`config.mk`:
```
export PLATFORM = sky130hd
export DESIGN_NAME = ctm_timers
export DESIGN_NICKNAME = d
export VERILOG_FILES = /design/src/hdl/ctm_pkg.sv /design/src/hdl/ctm_timers.sv
export SDC_FILE = /design/constraint.sdc
export NUM_CORES = 1
export LEC_CHECK = 0
export ABC_CLOCK_PERIOD_IN_PS = 5600
export BUFFER_PORTS_ARGS = -buffer_cell sky130_fd_sc_hd__buf_2
export CORE_UTILIZATION = 35
export DETAILED_ROUTE_END_ITERATION = 10
export PLACE_DENSITY = 0.51
export SYNTH_ARGS = -nofsm -noshare
export SYNTH_HDL_FRONTEND = slang
export SYNTH_SLANG_ARGS = --single-unit
```
`constraint.sdc`:
```
create_clock -name I_MCLK -period 5.6 [get_ports I_MCLK]
set_input_delay 0.56 -clock I_MCLK [delete_from_list [all_inputs] [get_ports I_MCLK]]
set_output_delay 0.56 -clock I_MCLK [all_outputs]
set_load 0.03 [all_outputs]
```
`src/hdl/ctm_pkg.sv`:
```
// Constants, types and the counting step shared by the timer block.
// Assumes an 8-bit register port at the printed special-register addresses.
package ctm_pkg;

    localparam int CTM_ADDR_W = 8;
    localparam int CTM_DATA_W = 8;

    // Register addresses
    localparam logic [7:0] CTM_ADDR_T01_CTRL = 8'h88;
    localparam logic [7:0] CTM_ADDR_T01_MODE = 8'h89;
    localparam logic [7:0] CTM_ADDR_T0_LOW = 8'h8A;
    localparam logic [7:0] CTM_ADDR_T1_LOW = 8'h8B;
    localparam logic [7:0] CTM_ADDR_T0_HIGH = 8'h8C;
    localparam logic [7:0] CTM_ADDR_T1_HIGH = 8'h8D;
    localparam logic [7:0] CTM_ADDR_T2_CTRL = 8'hC8;
    localparam logic [7:0] CTM_ADDR_T2_MODE = 8'hC9;
    localparam logic [7:0] CTM_ADDR_RCAP_LOW = 8'hCA;
    localparam logic [7:0] CTM_ADDR_RCAP_HIGH = 8'hCB;
    localparam logic [7:0] CTM_ADDR_T2_LOW = 8'hCC;
    localparam logic [7:0] CTM_ADDR_T2_HIGH = 8'hCD;

    // Reset values
    localparam logic [7:0] CTM_RST_REG = 8'h00;
    localparam logic [15:0] CTM_RST_WORD = 16'h0000;
    localparam logic [7:0] CTM_UNMAPPED_READ = 8'h00;

    // Timer0/1 control field positions
    localparam int CTM_T01C_TIMER1_OVERFLOW = 7;
    localparam int CTM_T01C_TIMER1_RUN = 6;
    localparam int CTM_T01C_TIMER0_OVERFLOW = 5;
    localparam int CTM_T01C_TIMER0_RUN = 4;

    // Timer0/1 mode field positions
    localparam int CTM_T01M_TIMER1_GATE = 7;
    localparam int CTM_T01M_TIMER1_COUNTER_SELECT = 6;
    localparam int CTM_T01M_TIMER1_MODE_LOW = 4;
    localparam int CTM_T01M_TIMER0_GATE = 3;
    localparam int CTM_T01M_TIMER0_COUNTER_SELECT = 2;
    localparam int CTM_T01M_TIMER0_MODE_LOW = 0;

    // Timer2 control field positions
    localparam int CTM_T2C_OVERFLOW = 7;
    localparam int CTM_T2C_EXTERNAL_TRIGGER_FLAG = 6;
    localparam int CTM_T2C_UART_RECEIVE_CLOCK_SELECT = 5;
    localparam int CTM_T2C_UART_TRANSMIT_CLOCK_SELECT = 4;
    localparam int CTM_T2C_TRIGGER_ENABLE = 3;
    localparam int CTM_T2C_RUN = 2;
    localparam int CTM_T2C_SOURCE_SELECT = 1;
    localparam int CTM_T2C_CAPTURE_OR_RELOAD_SELECT = 0;

    // Timer2 mode field positions
    localparam int CTM_T2M_FIRST_CAPTURE_ENABLE = 0;

    // Standard timer tick: system clock divided by twelve
    localparam int CTM_PRESCALE_DEF = 12;

    typedef enum logic [1:0] {
        CTM_MODE_13BIT,
        CTM_MODE_16BIT,
        CTM_MODE_8BIT_RELOAD,
        CTM_MODE_SPLIT
    } ctm_mode_e;

    typedef struct packed {
        logic [7:0] low;
        logic [7:0] high;
        logic wrap;
    } ctm_step_s;

    typedef struct packed {
        logic t0;
        logic t1;
        logic t2;
        logic trig;
    } ctm_pins_s;

    // One count step of a Timer0/1 style counter pair
    function automatic ctm_step_s ctm_step(input ctm_mode_e mode, input logic [7:0] low, input logic [7:0] high);
        ctm_step_s r;
        logic [12:0] c13;
        logic [15:0] c16;
        r.low = low;
        r.high = high;
        r.wrap = 1'b0;
        c13 = {high, low[4:0]} + 13'h0001;
        c16 = {high, low} + 16'h0001;
        unique case (mode)
            CTM_MODE_13BIT: begin
                r.high = c13[12:5];
                r.low = {low[7:5], c13[4:0]};
                r.wrap = (c13 == 13'h0000);
            end
            CTM_MODE_16BIT: begin
                r.high = c16[15:8];
                r.low = c16[7:0];
                r.wrap = (c16 == 16'h0000);
            end
            CTM_MODE_8BIT_RELOAD: begin
                r.wrap = (low == 8'hFF);
                r.low = r.wrap ? high : low + 8'h01;
            end
            CTM_MODE_SPLIT: begin
                r.wrap = (low == 8'hFF);
                r.low = low + 8'h01;
            end
        endcase
        return r;
    endfunction

endpackage

```
`src/hdl/ctm_timers.sv`:
```
// Timer0, Timer1 and Timer2 with their registers on a plain register port.
// Assumes pins synchronous to I_MCLK and a master that never overlaps strobes.
//
// Contract
// Mode 0: 13-bit count from high byte and low five bits, flag on wrap.
// Mode 1: Timer0/1 count 16 bits, flag on rollover to zero.
// Mode 2: low byte counts, on overflow flag set and reload from high byte.
// Mode 3: Timer0 low byte own controls; high byte uses Timer1 run and flag.
// Timer0 in mode 3: Timer1 still counts, but not its run bit or flag.
// Timer1 placed in mode 3 stops counting.
// Capture 1 off: Timer2 overflow sets bit 7 unless a UART select is set.
// Capture 1 on: bit 7 is capture 1 flag, set by Timer2 pin edge.
// Trigger pin edge with trigger enable sets bit 6; software clears.
// Bit 5 picks UART receive clock: Timer1 or Timer2 overflow pulses.
// Bit 4 picks UART transmit clock: Timer1 or Timer2 overflow pulses.
// Bit 3 gates trigger pin: edge reloads or captures per function select.
// Timer2 counts only while run bit 2 is set by software.
// Bit 1 picks Timer2 source: internal tick or falling Timer2 pin edges.
// Bit 0: reload or capture; forced to reload while a UART select is set.
// Reload/capture 2 pair holds reload and capture values; capture 1 separate.
// Capture 1 bytes read at CCh/CDh, chosen by capture 1 enable.
// Gate set: timer runs only while its gate pin is high and run set.
// Counter select: Timer0/1 counts falling edges of its count pin.
// Timer0/1 overflow flags clear on interrupt service entry.
// Timer2 count pair reachable only while capture 1 is disabled.
// Timer mode advances once per prescaled tick while running.
`timescale 1ns/1ps
module ctm_timers
    import ctm_pkg::*;
#(
    parameter int PRESCALE = CTM_PRESCALE_DEF
) (
    input logic I_MCLK,
    input logic I_NRST,
    input logic [CTM_ADDR_W-1:0] I_ADDR,
    input logic [CTM_DATA_W-1:0] I_WDATA,
    input logic I_WR,
    input logic I_RD,
    output logic [CTM_DATA_W-1:0] O_RDATA,
    input logic I_TIMER0_COUNT_PIN,
    input logic I_TIMER1_COUNT_PIN,
    input logic I_TIMER0_GATE_PIN,
    input logic I_TIMER1_GATE_PIN,
    input logic I_TIMER2_INPUT_PIN,
    input logic I_TRIGGER_INPUT_PIN,
    input logic I_TIMER0_ISR_ENTRY,
    input logic I_TIMER1_ISR_ENTRY,
    output logic O_TIMER0_OVERFLOW,
    output logic O_TIMER1_OVERFLOW,
    output logic O_TIMER2_INTERRUPT,
    output logic O_UART_RX_CLOCK,
    output logic O_UART_TX_CLOCK
);

    localparam int PW = (PRESCALE > 1) ? $clog2(PRESCALE) : 1;
    localparam logic [PW-1:0] PRESCALE_LAST = PW'(PRESCALE - 1);

    // Shared timing and pin history
    logic [PW-1:0] presc_ff, nxt_presc;
    ctm_pins_s pins_ff, nxt_pins, pins_now, fall;
    logic presc_tick;

    // Timer0/1 state
    logic [7:0] t01_ctrl_ff, nxt_t01_ctrl;
    logic [7:0] t01_mode_ff, nxt_t01_mode;
    logic [7:0] tl0_ff, nxt_tl0, th0_ff, nxt_th0;
    logic [7:0] tl1_ff, nxt_tl1, th1_ff, nxt_th1;
    ctm_mode_e mode0, mode1;
    ctm_step_s step0, step1;
    logic t0_split, t0_run, t0_tick, th0_tick, t1_run, t1_tick;
    logic tf0_set, tf1_set, t1_wrap;

    // Timer2 state
    logic [7:0] t2_ctrl_ff, nxt_t2_ctrl;
    logic [7:0] t2_mode_ff, nxt_t2_mode;
    logic [15:0] rcap_ff, nxt_rcap;
    logic [15:0] t2cnt_ff, nxt_t2cnt;
    logic [15:0] cap1_ff, nxt_cap1;
    logic baud, capmode, cap1en, t2_tick, t2_wrap, trig;

    // Bus side
    logic [7:0] rdata_ff, nxt_rdata;
    logic rx_clk_ff, nxt_rx_clk, tx_clk_ff, nxt_tx_clk;

    function automatic logic wr_at(input logic [7:0] addr);
        return I_WR && (I_ADDR == addr);
    endfunction

    // Prescaler and edge history
    always_comb begin
        pins_now = '{t0: I_TIMER0_COUNT_PIN, t1: I_TIMER1_COUNT_PIN,
                     t2: I_TIMER2_INPUT_PIN, trig: I_TRIGGER_INPUT_PIN};
        fall = pins_ff & ~pins_now;
        nxt_pins = pins_now;
        presc_tick = (presc_ff == PRESCALE_LAST);
        nxt_presc = presc_tick ? '0 : presc_ff + PW'(1);
    end

    // Timer0 and Timer1
    always_comb begin
        mode0 = ctm_mode_e'(t01_mode_ff[CTM_T01M_TIMER0_MODE_LOW +: 2]);
        mode1 = ctm_mode_e'(t01_mode_ff[CTM_T01M_TIMER1_MODE_LOW +: 2]);
        t0_split = (mode0 == CTM_MODE_SPLIT);
        t0_run = t01_ctrl_ff[CTM_T01C_TIMER0_RUN]
                 && (!t01_mode_ff[CTM_T01M_TIMER0_GATE] || I_TIMER0_GATE_PIN);
        t0_tick = t0_run && (t01_mode_ff[CTM_T01M_TIMER0_COUNTER_SELECT] ? fall.t0 : presc_tick);
        // Split high byte is a plain timer borrowing Timer1's run bit
        th0_tick = t0_split && t01_ctrl_ff[CTM_T01C_TIMER1_RUN] && presc_tick;
        // While Timer0 is split, Timer1 runs freely for baud use
        t1_run = t0_split ? 1'b1
                 : (t01_ctrl_ff[CTM_T01C_TIMER1_RUN]
                    && (!t01_mode_ff[CTM_T01M_TIMER1_GATE] || I_TIMER1_GATE_PIN));
        t1_tick = (mode1 != CTM_MODE_SPLIT) && t1_run
                  && (t01_mode_ff[CTM_T01M_TIMER1_COUNTER_SELECT] ? fall.t1 : presc_tick);
        step0 = ctm_step(mode0, tl0_ff, th0_ff);
        step1 = ctm_step(mode1, tl1_ff, th1_ff);
        t1_wrap = t1_tick && step1.wrap;
        tf0_set = t0_tick && step0.wrap;
        tf1_set = t0_split ? (th0_tick && (th0_ff == 8'hFF)) : t1_wrap;

        nxt_tl0 = t0_tick ? step0.low : tl0_ff;
        nxt_th0 = th0_ff;
        if (t0_split) begin
            if (th0_tick) begin
                nxt_th0 = th0_ff + 8'h01;
            end
        end else if (t0_tick) begin
            nxt_th0 = step0.high;
        end
        nxt_tl1 = t1_tick ? step1.low : tl1_ff;
        nxt_th1 = t1_tick ? step1.high : th1_ff;
        // Software writes beat a same-cycle count
        if (wr_at(CTM_ADDR_T0_LOW)) begin
            nxt_tl0 = I_WDATA;
        end
        if (wr_at(CTM_ADDR_T0_HIGH)) begin
            nxt_th0 = I_WDATA;
        end
        if (wr_at(CTM_ADDR_T1_LOW)) begin
            nxt_tl1 = I_WDATA;
        end
        if (wr_at(CTM_ADDR_T1_HIGH)) begin
            nxt_th1 = I_WDATA;
        end

        nxt_t01_mode = wr_at(CTM_ADDR_T01_MODE) ? I_WDATA : t01_mode_ff;
        nxt_t01_ctrl = wr_at(CTM_ADDR_T01_CTRL) ? I_WDATA : t01_ctrl_ff;
        if (I_TIMER0_ISR_ENTRY) begin
            nxt_t01_ctrl[CTM_T01C_TIMER0_OVERFLOW] = 1'b0;
        end
        if (I_TIMER1_ISR_ENTRY) begin
            nxt_t01_ctrl[CTM_T01C_TIMER1_OVERFLOW] = 1'b0;
        end
        // Set wins over any clear in the same cycle
        if (tf0_set) begin
            nxt_t01_ctrl[CTM_T01C_TIMER0_OVERFLOW] = 1'b1;
        end
        if (tf1_set) begin
            nxt_t01_ctrl[CTM_T01C_TIMER1_OVERFLOW] = 1'b1;
        end
    end

    // Timer2
    always_comb begin
        baud = t2_ctrl_ff[CTM_T2C_UART_RECEIVE_CLOCK_SELECT] || t2_ctrl_ff[CTM_T2C_UART_TRANSMIT_CLOCK_SELECT];
        capmode = t2_ctrl_ff[CTM_T2C_CAPTURE_OR_RELOAD_SELECT] && !baud;
        cap1en = t2_mode_ff[CTM_T2M_FIRST_CAPTURE_ENABLE];
        t2_tick = t2_ctrl_ff[CTM_T2C_RUN]
                  && (t2_ctrl_ff[CTM_T2C_SOURCE_SELECT] ? fall.t2 : presc_tick);
        t2_wrap = t2_tick && (t2cnt_ff == 16'hFFFF);
        trig = t2_ctrl_ff[CTM_T2C_TRIGGER_ENABLE] && fall.trig;

        nxt_t2cnt = t2cnt_ff;
        if (t2_tick) begin
            nxt_t2cnt = (t2_wrap && !capmode) ? rcap_ff : t2cnt_ff + 16'h0001;
        end
        if (trig && !capmode) begin
            nxt_t2cnt = rcap_ff;
        end
        nxt_rcap = rcap_ff;
        if (wr_at(CTM_ADDR_RCAP_LOW)) begin
            nxt_rcap[7:0] = I_WDATA;
        end
        if (wr_at(CTM_ADDR_RCAP_HIGH)) begin
            nxt_rcap[15:8] = I_WDATA;
        end
        // A capture is never lost to a same-cycle write
        if (trig && capmode) begin
            nxt_rcap = t2cnt_ff;
        end
        nxt_cap1 = (cap1en && fall.t2) ? t2cnt_ff : cap1_ff;
        // Count bytes are hidden behind capture 1 while it is enabled
        if (!cap1en) begin
            if (wr_at(CTM_ADDR_T2_LOW)) begin
                nxt_t2cnt[7:0] = I_WDATA;
            end
            if (wr_at(CTM_ADDR_T2_HIGH)) begin
                nxt_t2cnt[15:8] = I_WDATA;
            end
        end

        nxt_t2_mode = wr_at(CTM_ADDR_T2_MODE) ? I_WDATA : t2_mode_ff;
        nxt_t2_ctrl = wr_at(CTM_ADDR_T2_CTRL) ? I_WDATA : t2_ctrl_ff;
        if (cap1en ? fall.t2 : (t2_wrap && !baud)) begin
            nxt_t2_ctrl[CTM_T2C_OVERFLOW] = 1'b1;
        end
        if (trig) begin
            nxt_t2_ctrl[CTM_T2C_EXTERNAL_TRIGGER_FLAG] = 1'b1;
        end

        nxt_rx_clk = t2_ctrl_ff[CTM_T2C_UART_RECEIVE_CLOCK_SELECT] ? t2_wrap : t1_wrap;
        nxt_tx_clk = t2_ctrl_ff[CTM_T2C_UART_TRANSMIT_CLOCK_SELECT] ? t2_wrap : t1_wrap;
    end

    // Read port: data only in the cycle after the strobe
    always_comb begin
        nxt_rdata = '0;
        if (I_RD) begin
            unique case (I_ADDR)
                CTM_ADDR_T01_CTRL: nxt_rdata = t01_ctrl_ff;
                CTM_ADDR_T01_MODE: nxt_rdata = t01_mode_ff;
                CTM_ADDR_T0_LOW: nxt_rdata = tl0_ff;
                CTM_ADDR_T1_LOW: nxt_rdata = tl1_ff;
                CTM_ADDR_T0_HIGH: nxt_rdata = th0_ff;
                CTM_ADDR_T1_HIGH: nxt_rdata = th1_ff;
                CTM_ADDR_T2_CTRL: nxt_rdata = t2_ctrl_ff;
                CTM_ADDR_T2_MODE: nxt_rdata = t2_mode_ff;
                CTM_ADDR_RCAP_LOW: nxt_rdata = rcap_ff[7:0];
                CTM_ADDR_RCAP_HIGH: nxt_rdata = rcap_ff[15:8];
                CTM_ADDR_T2_LOW: nxt_rdata = cap1en ? cap1_ff[7:0] : t2cnt_ff[7:0];
                CTM_ADDR_T2_HIGH: nxt_rdata = cap1en ? cap1_ff[15:8] : t2cnt_ff[15:8];
                default: nxt_rdata = CTM_UNMAPPED_READ;
            endcase
        end
    end

    always_ff @(posedge I_MCLK or negedge I_NRST) begin
        if (!I_NRST) begin
            presc_ff <= '0;
            pins_ff <= '0;
            t01_ctrl_ff <= CTM_RST_REG;
            t01_mode_ff <= CTM_RST_REG;
            tl0_ff <= CTM_RST_REG;
            th0_ff <= CTM_RST_REG;
            tl1_ff <= CTM_RST_REG;
            th1_ff <= CTM_RST_REG;
            t2_ctrl_ff <= CTM_RST_REG;
            t2_mode_ff <= CTM_RST_REG;
            rcap_ff <= CTM_RST_WORD;
            t2cnt_ff <= CTM_RST_WORD;
            cap1_ff <= CTM_RST_WORD;
            rdata_ff <= CTM_RST_REG;
            rx_clk_ff <= 1'b0;
            tx_clk_ff <= 1'b0;
        end else begin
            presc_ff <= nxt_presc;
            pins_ff <= nxt_pins;
            t01_ctrl_ff <= nxt_t01_ctrl;
            t01_mode_ff <= nxt_t01_mode;
            tl0_ff <= nxt_tl0;
            th0_ff <= nxt_th0;
            tl1_ff <= nxt_tl1;
            th1_ff <= nxt_th1;
            t2_ctrl_ff <= nxt_t2_ctrl;
            t2_mode_ff <= nxt_t2_mode;
            rcap_ff <= nxt_rcap;
            t2cnt_ff <= nxt_t2cnt;
            cap1_ff <= nxt_cap1;
            rdata_ff <= nxt_rdata;
            rx_clk_ff <= nxt_rx_clk;
            tx_clk_ff <= nxt_tx_clk;
        end
    end

    assign O_RDATA = rdata_ff;
    assign O_TIMER0_OVERFLOW = t01_ctrl_ff[CTM_T01C_TIMER0_OVERFLOW];
    assign O_TIMER1_OVERFLOW = t01_ctrl_ff[CTM_T01C_TIMER1_OVERFLOW];
    assign O_TIMER2_INTERRUPT = t2_ctrl_ff[CTM_T2C_OVERFLOW] || t2_ctrl_ff[CTM_T2C_EXTERNAL_TRIGGER_FLAG];
    assign O_UART_RX_CLOCK = rx_clk_ff;
    assign O_UART_TX_CLOCK = tx_clk_ff;

endmodule // ctm_timers

```
Word-level counts from Yosys, hierarchy flattened

Cells that the tools add are included.

Input bits: 28
Register bits: 130
Logic and storage cells: 175
Output and inout bits: 13

Eq/ne operators: 27
Bitwise operators: 2
Reduce and logical (&&, ||, !) cells: 63
Multiplexer cells: 48
Add/subtract/negate cells: 9

Operators with widths:

| operator                                      | number |
|---|---|
| two-way mux 8 bit                             | 21 |
| == test 8 bit, second input constant          | 15 |
| one-hot mux 8 bit (12 select lines)           | 1 |
| two-way mux 16 bit                            | 5 |
| one-hot mux 8 bit (4 select lines)            | 2 |
| adder 16 x 1 -> 16 bit, second input constant | 3 |
| zero test 16 bit                              | 2 |
| one-hot mux 8 bit (2 select lines)            | 2 |
| logical AND 1 bit                             | 31 |
| adder 13 x 1 -> 13 bit, second input constant | 2 |
| zero test 13 bit                              | 2 |
| adder 8 x 1 -> 8 bit, second input constant   | 3 |
| == test 16 bit, second input constant         | 1 |
| two-way mux 1 bit                             | 14 |
| nonzero test 2 bit                            | 7 |
| nonzero test 3 bit                            | 4 |
| == test 2 bit, second input constant          | 4 |
| != test 2 bit, second input constant          | 3 |
| one-hot mux 1 bit (3 select lines)            | 2 |
| AND reduction 2 bit                           | 3 |
| adder 4 x 1 -> 4 bit, second input constant   | 1 |
| bitwise AND 4 bit                             | 1 |
| == test 2 x 1 -> 1 bit, second input constant | 2 |
| == test 4 bit, second input constant          | 1 |
| other kinds (9)                               | 17 |

Logic depth before layout (Yosys ltp)

Gate-level depths: netlist (run 1).

Depth after elaboration: 11
Depth in mapped cells: 10
Depth with buffers taken out: 9

Least setup slack after synthesis (run 1)

OpenSTA, ideal clock, no wires.

Path type: reg-to-reg
From: reg tl1_ff[0]
To: reg rx_clk_ff (netlist: O_UART_RX_CLOCK)
Library setup time: 0.110 ns
Arrival time: 2.277 ns
Period minus slack after synthesis: 2.388 ns
Path buffers: 1
Setup slack: 3.212 ns
Cell stages (with the launch flop): 10
Data required time: 5.490 ns
Cell sequence: dfrtp_1 ha_1 and4_4 buf_6 a311oi_2 a31oi_1 a2111o_1 a211oi_2 a311oi_1 o41ai_1

Cells in the longest elaborated chain, start to end: 5
Elaborated cells on any way between the ends: 8
Classes of those cells: add/sub: 2; eq/ne: 1; mux: 2; reduce/logical: 3

RTL lines:

| what                                                                    | RTL line                     | text |
|---|---|---|
| start, declared                                                         | ctm_timers.sv:67             | `logic [7:0] tl1_ff, nxt_tl1, th1_ff, nxt_th1;` |
| start signal, assigned                                                  | ctm_timers.sv:262            | `tl1_ff <= nxt_tl1;` |
| adder 16 x 1 -> 16 bit / adder 13 x 1 -> 13 bit (equally long branches) | ctm_pkg.sv:86, ctm_pkg.sv:85 |  |
| zero test 16 bit / zero test 13 bit (equally long branches)             | ctm_pkg.sv:96, ctm_pkg.sv:91 |  |
| one-hot mux 1 bit (3 select lines) (*)                                  | ctm_pkg.sv:87                | `unique case (mode)` |
| logical AND 1 bit (*)                                                   | ctm_timers.sv:117            | `t1_wrap = t1_tick && step1.wrap;` |
| two-way mux 1 bit (*)                                                   | ctm_timers.sv:211            | `nxt_rx_clk = t2_ctrl_ff[CTM_T2C_UART_RECEIVE_CLOCK_SELECT] ? t2_wrap : t1_wrap;` |
| net nxt_rx_clk                                                          | ctm_timers.sv:83             | `logic rx_clk_ff, nxt_rx_clk, tx_clk_ff, nxt_tx_clk;` |
| end signal, assigned                                                    | ctm_timers.sv:270            | `rx_clk_ff <= nxt_rx_clk;` |
| end, declared                                                           | ctm_timers.sv:83             |  |

The timed path passes the listed nets; every way through them passes the cells marked *.
A chain may end at the register's enable or synchronous reset.

Worst setup path after layout (run 1)

From: reg tl0_ff[0]
To: reg th0_ff[4]

Cells in the longest elaborated chain, start to end: 5
Elaborated cells on any way between the ends: 6
Classes of those cells: add/sub: 2; mux: 4

RTL lines:

| what                                                                    | RTL line                     | text |
|---|---|---|
| start, declared                                                         | ctm_timers.sv:66             | `logic [7:0] tl0_ff, nxt_tl0, th0_ff, nxt_th0;` |
| start signal, assigned                                                  | ctm_timers.sv:260            | `tl0_ff <= nxt_tl0;` |
| adder 16 x 1 -> 16 bit / adder 13 x 1 -> 13 bit (equally long branches) | ctm_pkg.sv:86, ctm_pkg.sv:85 |  |
| one-hot mux 8 bit (2 select lines) (*)                                  | ctm_pkg.sv:87                |  |
| two-way mux 8 bit (*)                                                   | ctm_timers.sv:127            | `end else if (t0_tick) begin` |
| two-way mux 8 bit (*)                                                   | ctm_timers.sv:123            | `if (t0_split) begin` |
| two-way mux 8 bit (*)                                                   | ctm_timers.sv:136            | `if (wr_at(CTM_ADDR_T0_HIGH)) begin` |
| end signal, assigned                                                    | ctm_timers.sv:261            | `th0_ff <= nxt_th0;` |
| end, declared                                                           | ctm_timers.sv:66             |  |

Every way passes the cells marked *; elsewhere a longest branch is shown, timed or not. The select of a mux whose other input is x is not followed.

==> results.yml, run 1 <==
run_status:
  outcome: "complete, no violations"
logic_synthesis:
  synth-adder-area-share_pct: 1.642
  synth_xor_xnor_area_share_pct: 4.180
  synth_largest_area_cell: "sky130_fd_sc_hd__dfrtp_1"
  syn-mean-instance-area_um2: 8.650
  synthesis.yosys.warnings: 0
  synthesis.area_um2: 8382
  synth-compound-area-share_pct: 20.26
  synth-edff-count: 0
  post-synth-top-area-fraction_pct: 38.81
  async_set_or_reset_register_ratio_after_synthesis_pct: 100.0
  synth-seq-cells: 130
  synth.top_cells.by_area: "sky130_fd_sc_hd__dfrtp_1 (39%), sky130_fd_sc_hd__mux2_2 (5.9%), sky130_fd_sc_hd__mux2i_1 (4.7%)"
  synth_sequential_area_ratio_pct: 38.81
  netlist_instances: 969
  synth_top_family_by_area: "compound AO/OA/AOI/OAI gates"
  ys_top_cells_by_count: "sky130_fd_sc_hd__dfrtp_1 (130), sky130_fd_sc_hd__nor2_1 (104), sky130_fd_sc_hd__nand2_1 (89), sky130_fd_sc_hd__a21oi_1 (75), sky130_fd_sc_hd__clkbuf_1 (73)"
  yosys-mux-area-fraction_pct: 10.57
  yosys.cell_count.top_type: "sky130_fd_sc_hd__dfrtp_1"
  synth-simple-area-share_pct: 19.84
  synth.distinct_cells: 69
  main_synth_ff_type: "sky130_fd_sc_hd__dfrtp_1"
  postSynthNetCount: 1008
global_routing:
  track_usage_pct: 25.57
  grt_first_pass_wirelength_um: 46110
  globalRouteOverflowTotal: 0
  first_global_vias: 7171
  grt_antenna_before_repair: 0
  grt_start_max_net_pins: 87
worst_setup_path:
  timing.setup.critical_path_class: "register to register"
  timing.critical_path.from_type: "register"
  worstReg2RegStart: "tl0_ff[0]$_DFFE_PN0P_"
  cp_slowest_stage_delay_ns: 0.76
  timing.critical_path.from: "tl0_ff[0]$_DFFE_PN0P_"
  cp_max_fo: 13
  critPathArrivalTime_ns: 3.30
  cp-end-kind: "register"
  critical_path.cell_chain: "ha_1 -> nand4_1 -> nor2_1 -> a21oi_1 -> a21boi_1 -> nand4_1 -> xor2_1 -> a21oi_1"
  cp.required_ns: 5.95
  slowest_stage: "sky130_fd_sc_hd__nor2_1"
clocking:
  cts_resized: 0
  cts_tree: "done"
  cts-root-buf: "sky130_fd_sc_hd__clkbuf_16"
  cts_setup_buffers: 0
  cts_num_sinks: 130
  clock_latency_ns: 0.43
  clkSlewWorstSetupHoldPaths_ns: 0.06
  cts.htree.levels: 4
  cts_buffers: 17
  hold_buffers: 0
  ctsLongestPathBuffers: 2
timing:
  finalClockSkew_ns: 0.007341
  period_share_pct: 52.66
  drv_slew: 0
  final.hold.worst_slack_ns: 0.2165
  setup_slack_ns: 2.651
  least_margin_pin_slew_ns: 1.148
  slew_headroom_pct: 23.20
  setup_violations: 0
  unrepaired_setup_endpoints_after_global_routing: "false"
  timing.setup.tns_ns: 0
  period_needed_ns: 2.949
  finalHoldViolations: 0
  max_clock_freq_mhz: 339.1
routing:
  route.final.wire_length_um: 29870
  drt_pre_antenna_iters: 5
  wl_per_cell_um: 23.27
  ant_nets: 0
  drc_errors: 0
  vias_per_cell: 5.869
  detailroute.via_count: 7536
  initialDrtViolationCount: 693
floorplanning:
  die_area_um2: 24570
  start_util_pct: 35.71
  placement_rows: 56
  die_width_um: 156.8
  core_box_area_um2: 23470
  io_pins: 41
  die_y_um: 156.8
power_and_ir_drop:
  power_dissipated_by_switching_net_loads_uw: 802.1
  leakagePower_uw: 0.003840
  swShare_pct: 30.23
  power.share.clock_pct: 44.5
  power.share.combinational_pct: 11.8
  pwr_density_cell_nw_per_um2: 284.5
  p_total_uw: 2653
  seqPwrFrac_pct: 43.7
  ir_worst_vdd_v: 0.0001578
  internal_power_uw: 1851
place:
  gpl.final_weighted_congestion: 0.8466
  hpwl_um: 20580
  portBuffers: 40
  place_ws_ns: 2.565
layout:
  biggestRegsByFlops: "cap1_ff x16, rcap_ff x16, t2cnt_ff x16"
  drive_gt1_share_pct: 14.40
  antenna-diode-count: 0
  flow.area_growth_from_synthesis_pct: 11.27
  fin_nets: 991
  fillerInstances: 2436
hold_path:
  min-delay-path-class: "input pin to asynchronous set/reset pin"
run:
  cap_viol_max_count: 0
-- through the flow --
stage	util [%]	std cells	cell area [um2]
6_report	39.73	1284	9326
5_1_grt	39.73	1284	9326
4_1_cts	39.73	1284	9326
3_5_place_dp	37.14	1252	8718
3_3_place_gp	37.14	1252	8718
2_1_floorplan	-	969	8382
-- placed cells by master, fill, tap and decap left out, types with 15 or more instances in the layout --
cell,synthesis,layout
sky130_fd_sc_hd__xor2_1,22,22
sky130_fd_sc_hd__clkbuf_16,0,17
sky130_fd_sc_hd__mux2i_1,39,39
sky130_fd_sc_hd__nand4_1,15,15
sky130_fd_sc_hd__buf_2,6,39
sky130_fd_sc_hd__mux2_2,44,44
sky130_fd_sc_hd__dfrtp_1,130,130
sky130_fd_sc_hd__nand3_1,36,36
sky130_fd_sc_hd__o21ai_0,55,55
sky130_fd_sc_hd__nor2_1,104,104
sky130_fd_sc_hd__nand2_1,89,89
sky130_fd_sc_hd__a22oi_1,23,23
sky130_fd_sc_hd__a21oi_1,75,75
sky130_fd_sc_hd__xnor2_1,18,18
sky130_fd_sc_hd__a31oi_1,15,15
sky130_fd_sc_hd__nor3_1,25,24
-- final timing paths --
kind                       slack, ns                endpoint  depth (start not counted)
min in group I_MCLK             0.25    pins_ff[2]$_DFF_PN0_                          1
setup reg to reg                2.65   th0_ff[4]$_DFFE_PN0P_                          8
hold reg to reg                 0.46   presc_ff[0]$_DFF_PN0_                          1
max in group asynchronous       4.24  rcap_ff[9]$_DFFE_PN0P_                          2
setup / recovery                2.65   th0_ff[4]$_DFFE_PN0P_                          8
hold / removal                  0.22   th1_ff[0]$_DFFE_PN0P_                          1
-- critical path, delay by kind of cell, from the launching register on --
family,cells,cell delay (ns)
AO/OA/AOI/OAI,3,0.66
AND/OR/NAND/NOR,3,1.15
XOR/XNOR,1,0.18
flip-flops,1,0.53
adder cells (fa/ha/maj),1,0.33
-- cell type report --
cell class,instances,area (um2),share of cell area [%]
clock inverters,15,182.7,1.959
clock buffers,17,425.4,4.561
flip-flops and latches,130,3253,34.88
repair buffers,49,274.0,2.938
inverters,14,52.55,0.5635
multi-input cells,740,4740,50.82
well taps,319,399.1,4.280
-- power by group through the flow --
| stage | sequential, uW | clock [uW] | combinational, uW |
|---|---|---|---|
| CTS | 1150 | 1200 | 313 |
| global placement | 1170 | 0 | 310 |
| floorplan | 1090 | 0 | 245 |
| finish | 1160 | 1180 | 313 |
| global route | 1170 | 1230 | 352 |
| detailed placement | 1170 | 0 | 311 |
-- logic make-up after synthesis --
kind of cell             Yosys count
flip-flops                       130
AO/OA/AOI/OAI                    262
AND/OR/NAND/NOR                  344
multiplexers                      83
buffers and inverters             99
adder cells (fa/ha/maj)           11
XOR/XNOR                          40
-- per-layer routing --
metal	wire (um)	vias up	track usage, %	part of all wire [%]
met4	863	0	9.104	2.9
met2	13310	270	39.01	45
met3	1889	52	4.985	6.3
met5	0	-	0	0
met1	13820	3699	35.73	46
li1	-	3515	-	-
(Power assumes the default switching activity.)
==> run 2, diff against run 1 <==
--- a/config.mk
+++ b/config.mk
@@ -5,7 +5,7 @@
 export SDC_FILE = /design/constraint.sdc
 export NUM_CORES = 1
 export LEC_CHECK = 0
-export ABC_CLOCK_PERIOD_IN_PS = 5600
+export ABC_CLOCK_PERIOD_IN_PS = 2800
 export BUFFER_PORTS_ARGS = -buffer_cell sky130_fd_sc_hd__buf_2
 export CORE_UTILIZATION = 35
 export DETAILED_ROUTE_END_ITERATION = 10
==> constraint.sdc (replaced) <==
create_clock -name I_MCLK -period 2.8 [get_ports I_MCLK]
set_input_delay 0.28 -clock I_MCLK [delete_from_list [all_inputs] [get_ports I_MCLK]]
set_output_delay 0.28 -clock I_MCLK [all_outputs]
set_load 0.03 [all_outputs]
==> run 2 against run 1 <==
Against the previous run:
- routed wire length rose by 1.0%
- largest cell class unchanged
- highest routed layer is now met5
- clock-buffer cell count rose by 3
- global-route usage rose by 0.38 points
- worst hold slack got worse by 0.20 ns
- flip-flop and latch count did not move
==> results.yml, run 2 (same netlist as run 1, synthesis figures left out) <==
power_and_ir_drop:
  power_dissipated_by_switching_net_loads_uw: 1575
  swShare_pct: 28.37
  leakagePower_uw: 0.004086
  power.share.clock_pct: 46.2
  p_total_uw: 5551
  internal_power_uw: 3976
  power.share.combinational_pct: 12.6
  ir_worst_vdd_v: 0.0003244
  seqPwrFrac_pct: 41.2
  pwr_density_cell_nw_per_um2: 570.3
layout:
  fin_nets: 1034
  flow.area_growth_from_synthesis_pct: 16.12
  postLayoutCoreUtil_pct: 41.47
  biggestRegsByFlops: "cap1_ff x16, rcap_ff x16, t2cnt_ff x16"
  layout_common_cells: "sky130_fd_sc_hd__dfrtp_1 (130), sky130_fd_sc_hd__nor2_1 (104), sky130_fd_sc_hd__nand2_1 (89)"
  drive_gt1_share_pct: 17.58
  final-instance-count-excl-fill: 1327
  final_common_cell: "sky130_fd_sc_hd__dfrtp_1"
run:
  cap_viol_max_count: 0
worst_setup_path:
  timing.critical_path.from_type: "register"
  timing.setup.critical_path_class: "register to register"
  cp_max_fo: 7
  cp-end-kind: "register"
  critical_path.cell_chain: "ha_1 -> nand4_1 -> nor2_1 -> a31oi_1 -> a2111o_1 -> a211oi_2 -> a311oi_1 -> o41ai_1"
  cp.required_ns: 3.11
  cp_slowest_stage_delay_ns: 0.47
  slowest_stage: "sky130_fd_sc_hd__dfrtp_1"
  critPathArrivalTime_ns: 2.92
global_routing:
  globalRouteMet2Util_pct: 38.60
  grt_start_max_net_pins: 48
  top_usage_layer: "met2"
  globalRouteOverflowTotal: 0
  global_route.usage.met3_pct: 4.791
  grt_first_pass_wirelength_um: 46880
  track_usage_pct: 25.95
  grt_antenna_before_repair: 2
  first_global_vias: 7411
  met1_usage_pct: 36.80
clocking:
  cts_tree: "done"
  cts_setup_buffers: 0
  ctsLongestPathBuffers: 2
  cts_num_sinks: 130
  clock_latency_ns: 0.43
  clkSlewWorstSetupHoldPaths_ns: 0.07
  cts-root-buf: "sky130_fd_sc_hd__clkbuf_16"
  cts_buffers: 17
  cts_resized: 0
  cts.htree.levels: 4
  hold_buffers: 4
timing:
  period_share_pct: 93.21
  finalClockSkew_ns: 0.01074
  finalHoldViolations: 0
  max_clock_freq_mhz: 383.2
  slew_headroom_pct: 54.88
  period_needed_ns: 2.610
  least_margin_pin_slew_ns: 0.6768
  final.hold.worst_slack_ns: 0.02139
  timing.setup.tns_ns: 0
  setup_violations: 0
  drv_slew: 0
  unrepaired_setup_endpoints_after_global_routing: "false"
place:
  place_inst: 1291
  portBuffers: 40
  hpwl_um: 21520
  gpl.final_weighted_congestion: 0.9471
routing:
  ant_nets: 0
  initialDrtViolationCount: 716
  drt_pre_antenna_iters: 5
  vias_per_cell: 5.870
  route.final.wire_length_um: 30170
  detailroute.via_count: 7790
  drc_errors: 0
  wl_per_cell_um: 22.74
floorplanning:
  placement_rows: 56
  die_y_um: 156.8
  die_area_um2: 24570
  core_box_area_um2: 23470
  start_util_pct: 35.71
  die_width_um: 156.8
  io_pins: 41
hold_path:
  min-delay-path-class: "input pin to register"
run_status:
  outcome: "complete, no violations"
## run 2: stage by stage
| stage | setup WS (ns) | area, um2 |
|---|---|---|
| global placement | 0.3451 | 9024 |
| detailed placement | 0.2761 | 9024 |
| floorplan | 0.4123 | 8382 |
| finish | 0.1901 | 9733 |
| global route | 0.05342 | 9731 |
| CTS | 0.2644 | 9731 |
## run 2: metal layers
layer	share of wire (%)	up-vias
met5	0.043	-
met4	3.1	2
met3	7.1	59
met2	44	310
met1	46	3823
li1	-	3596
## run 2: worst paths after layout
| path | from | slack [ns] | to | cells after the start |
|---|---|---|---|---|
| max in group asynchronous | I_NRST | 1.75 | t2_ctrl_ff[7]$_DFFE_PN0P_ | 3 |
| max reg2reg | tl1_ff[0]$_DFFE_PN0P_ | 0.19 | O_UART_RX_CLOCK$_DFF_PN0_ | 8 |
| min in group asynchronous | I_NRST | 0.30 | th1_ff[4]$_DFFE_PN0P_ | 2 |
| max | tl1_ff[0]$_DFFE_PN0P_ | 0.19 | O_UART_RX_CLOCK$_DFF_PN0_ | 8 |
| min | I_TRIGGER_INPUT_PIN | 0.02 | pins_ff[0]$_DFF_PN0_ | 1 |
| min reg2reg | presc_ff[0]$_DFF_PN0_ | 0.46 | presc_ff[0]$_DFF_PN0_ | 1 |
## run 2: worst max-delay path: cells and delay by family (launching register included)
| family | cells | cell delay (ns) |
|---|---|---|
| AO/OA/AOI/OAI | 5 | 1.22 |
| AND/OR/NAND/NOR | 2 | 0.50 |
| flip-flops | 1 | 0.47 |
| adder cells (fa/ha/maj) | 1 | 0.30 |
## run 2: power by group through the flow
stage | Combinational [uW] | Sequential (uW) | Clock, uW
floorplan | 489 | 2170 | 0
detailed placement | 689 | 2310 | 0
global placement | 687 | 2310 | 0
CTS | 698 | 2280 | 2600
finish | 699 | 2280 | 2570
global route | 779 | 2300 | 2690
## run 2: final cells by class
type                    instances  area, um2
clock inverters                11      200.2
fillers                      2378      13740
diodes                          1      2.502
multi-input cells             740       4740
clock buffers                  20      466.7
flip-flops and latches        130       3253
repair buffers                 92      619.3
well taps                     319      399.1
inverters                      14      52.55
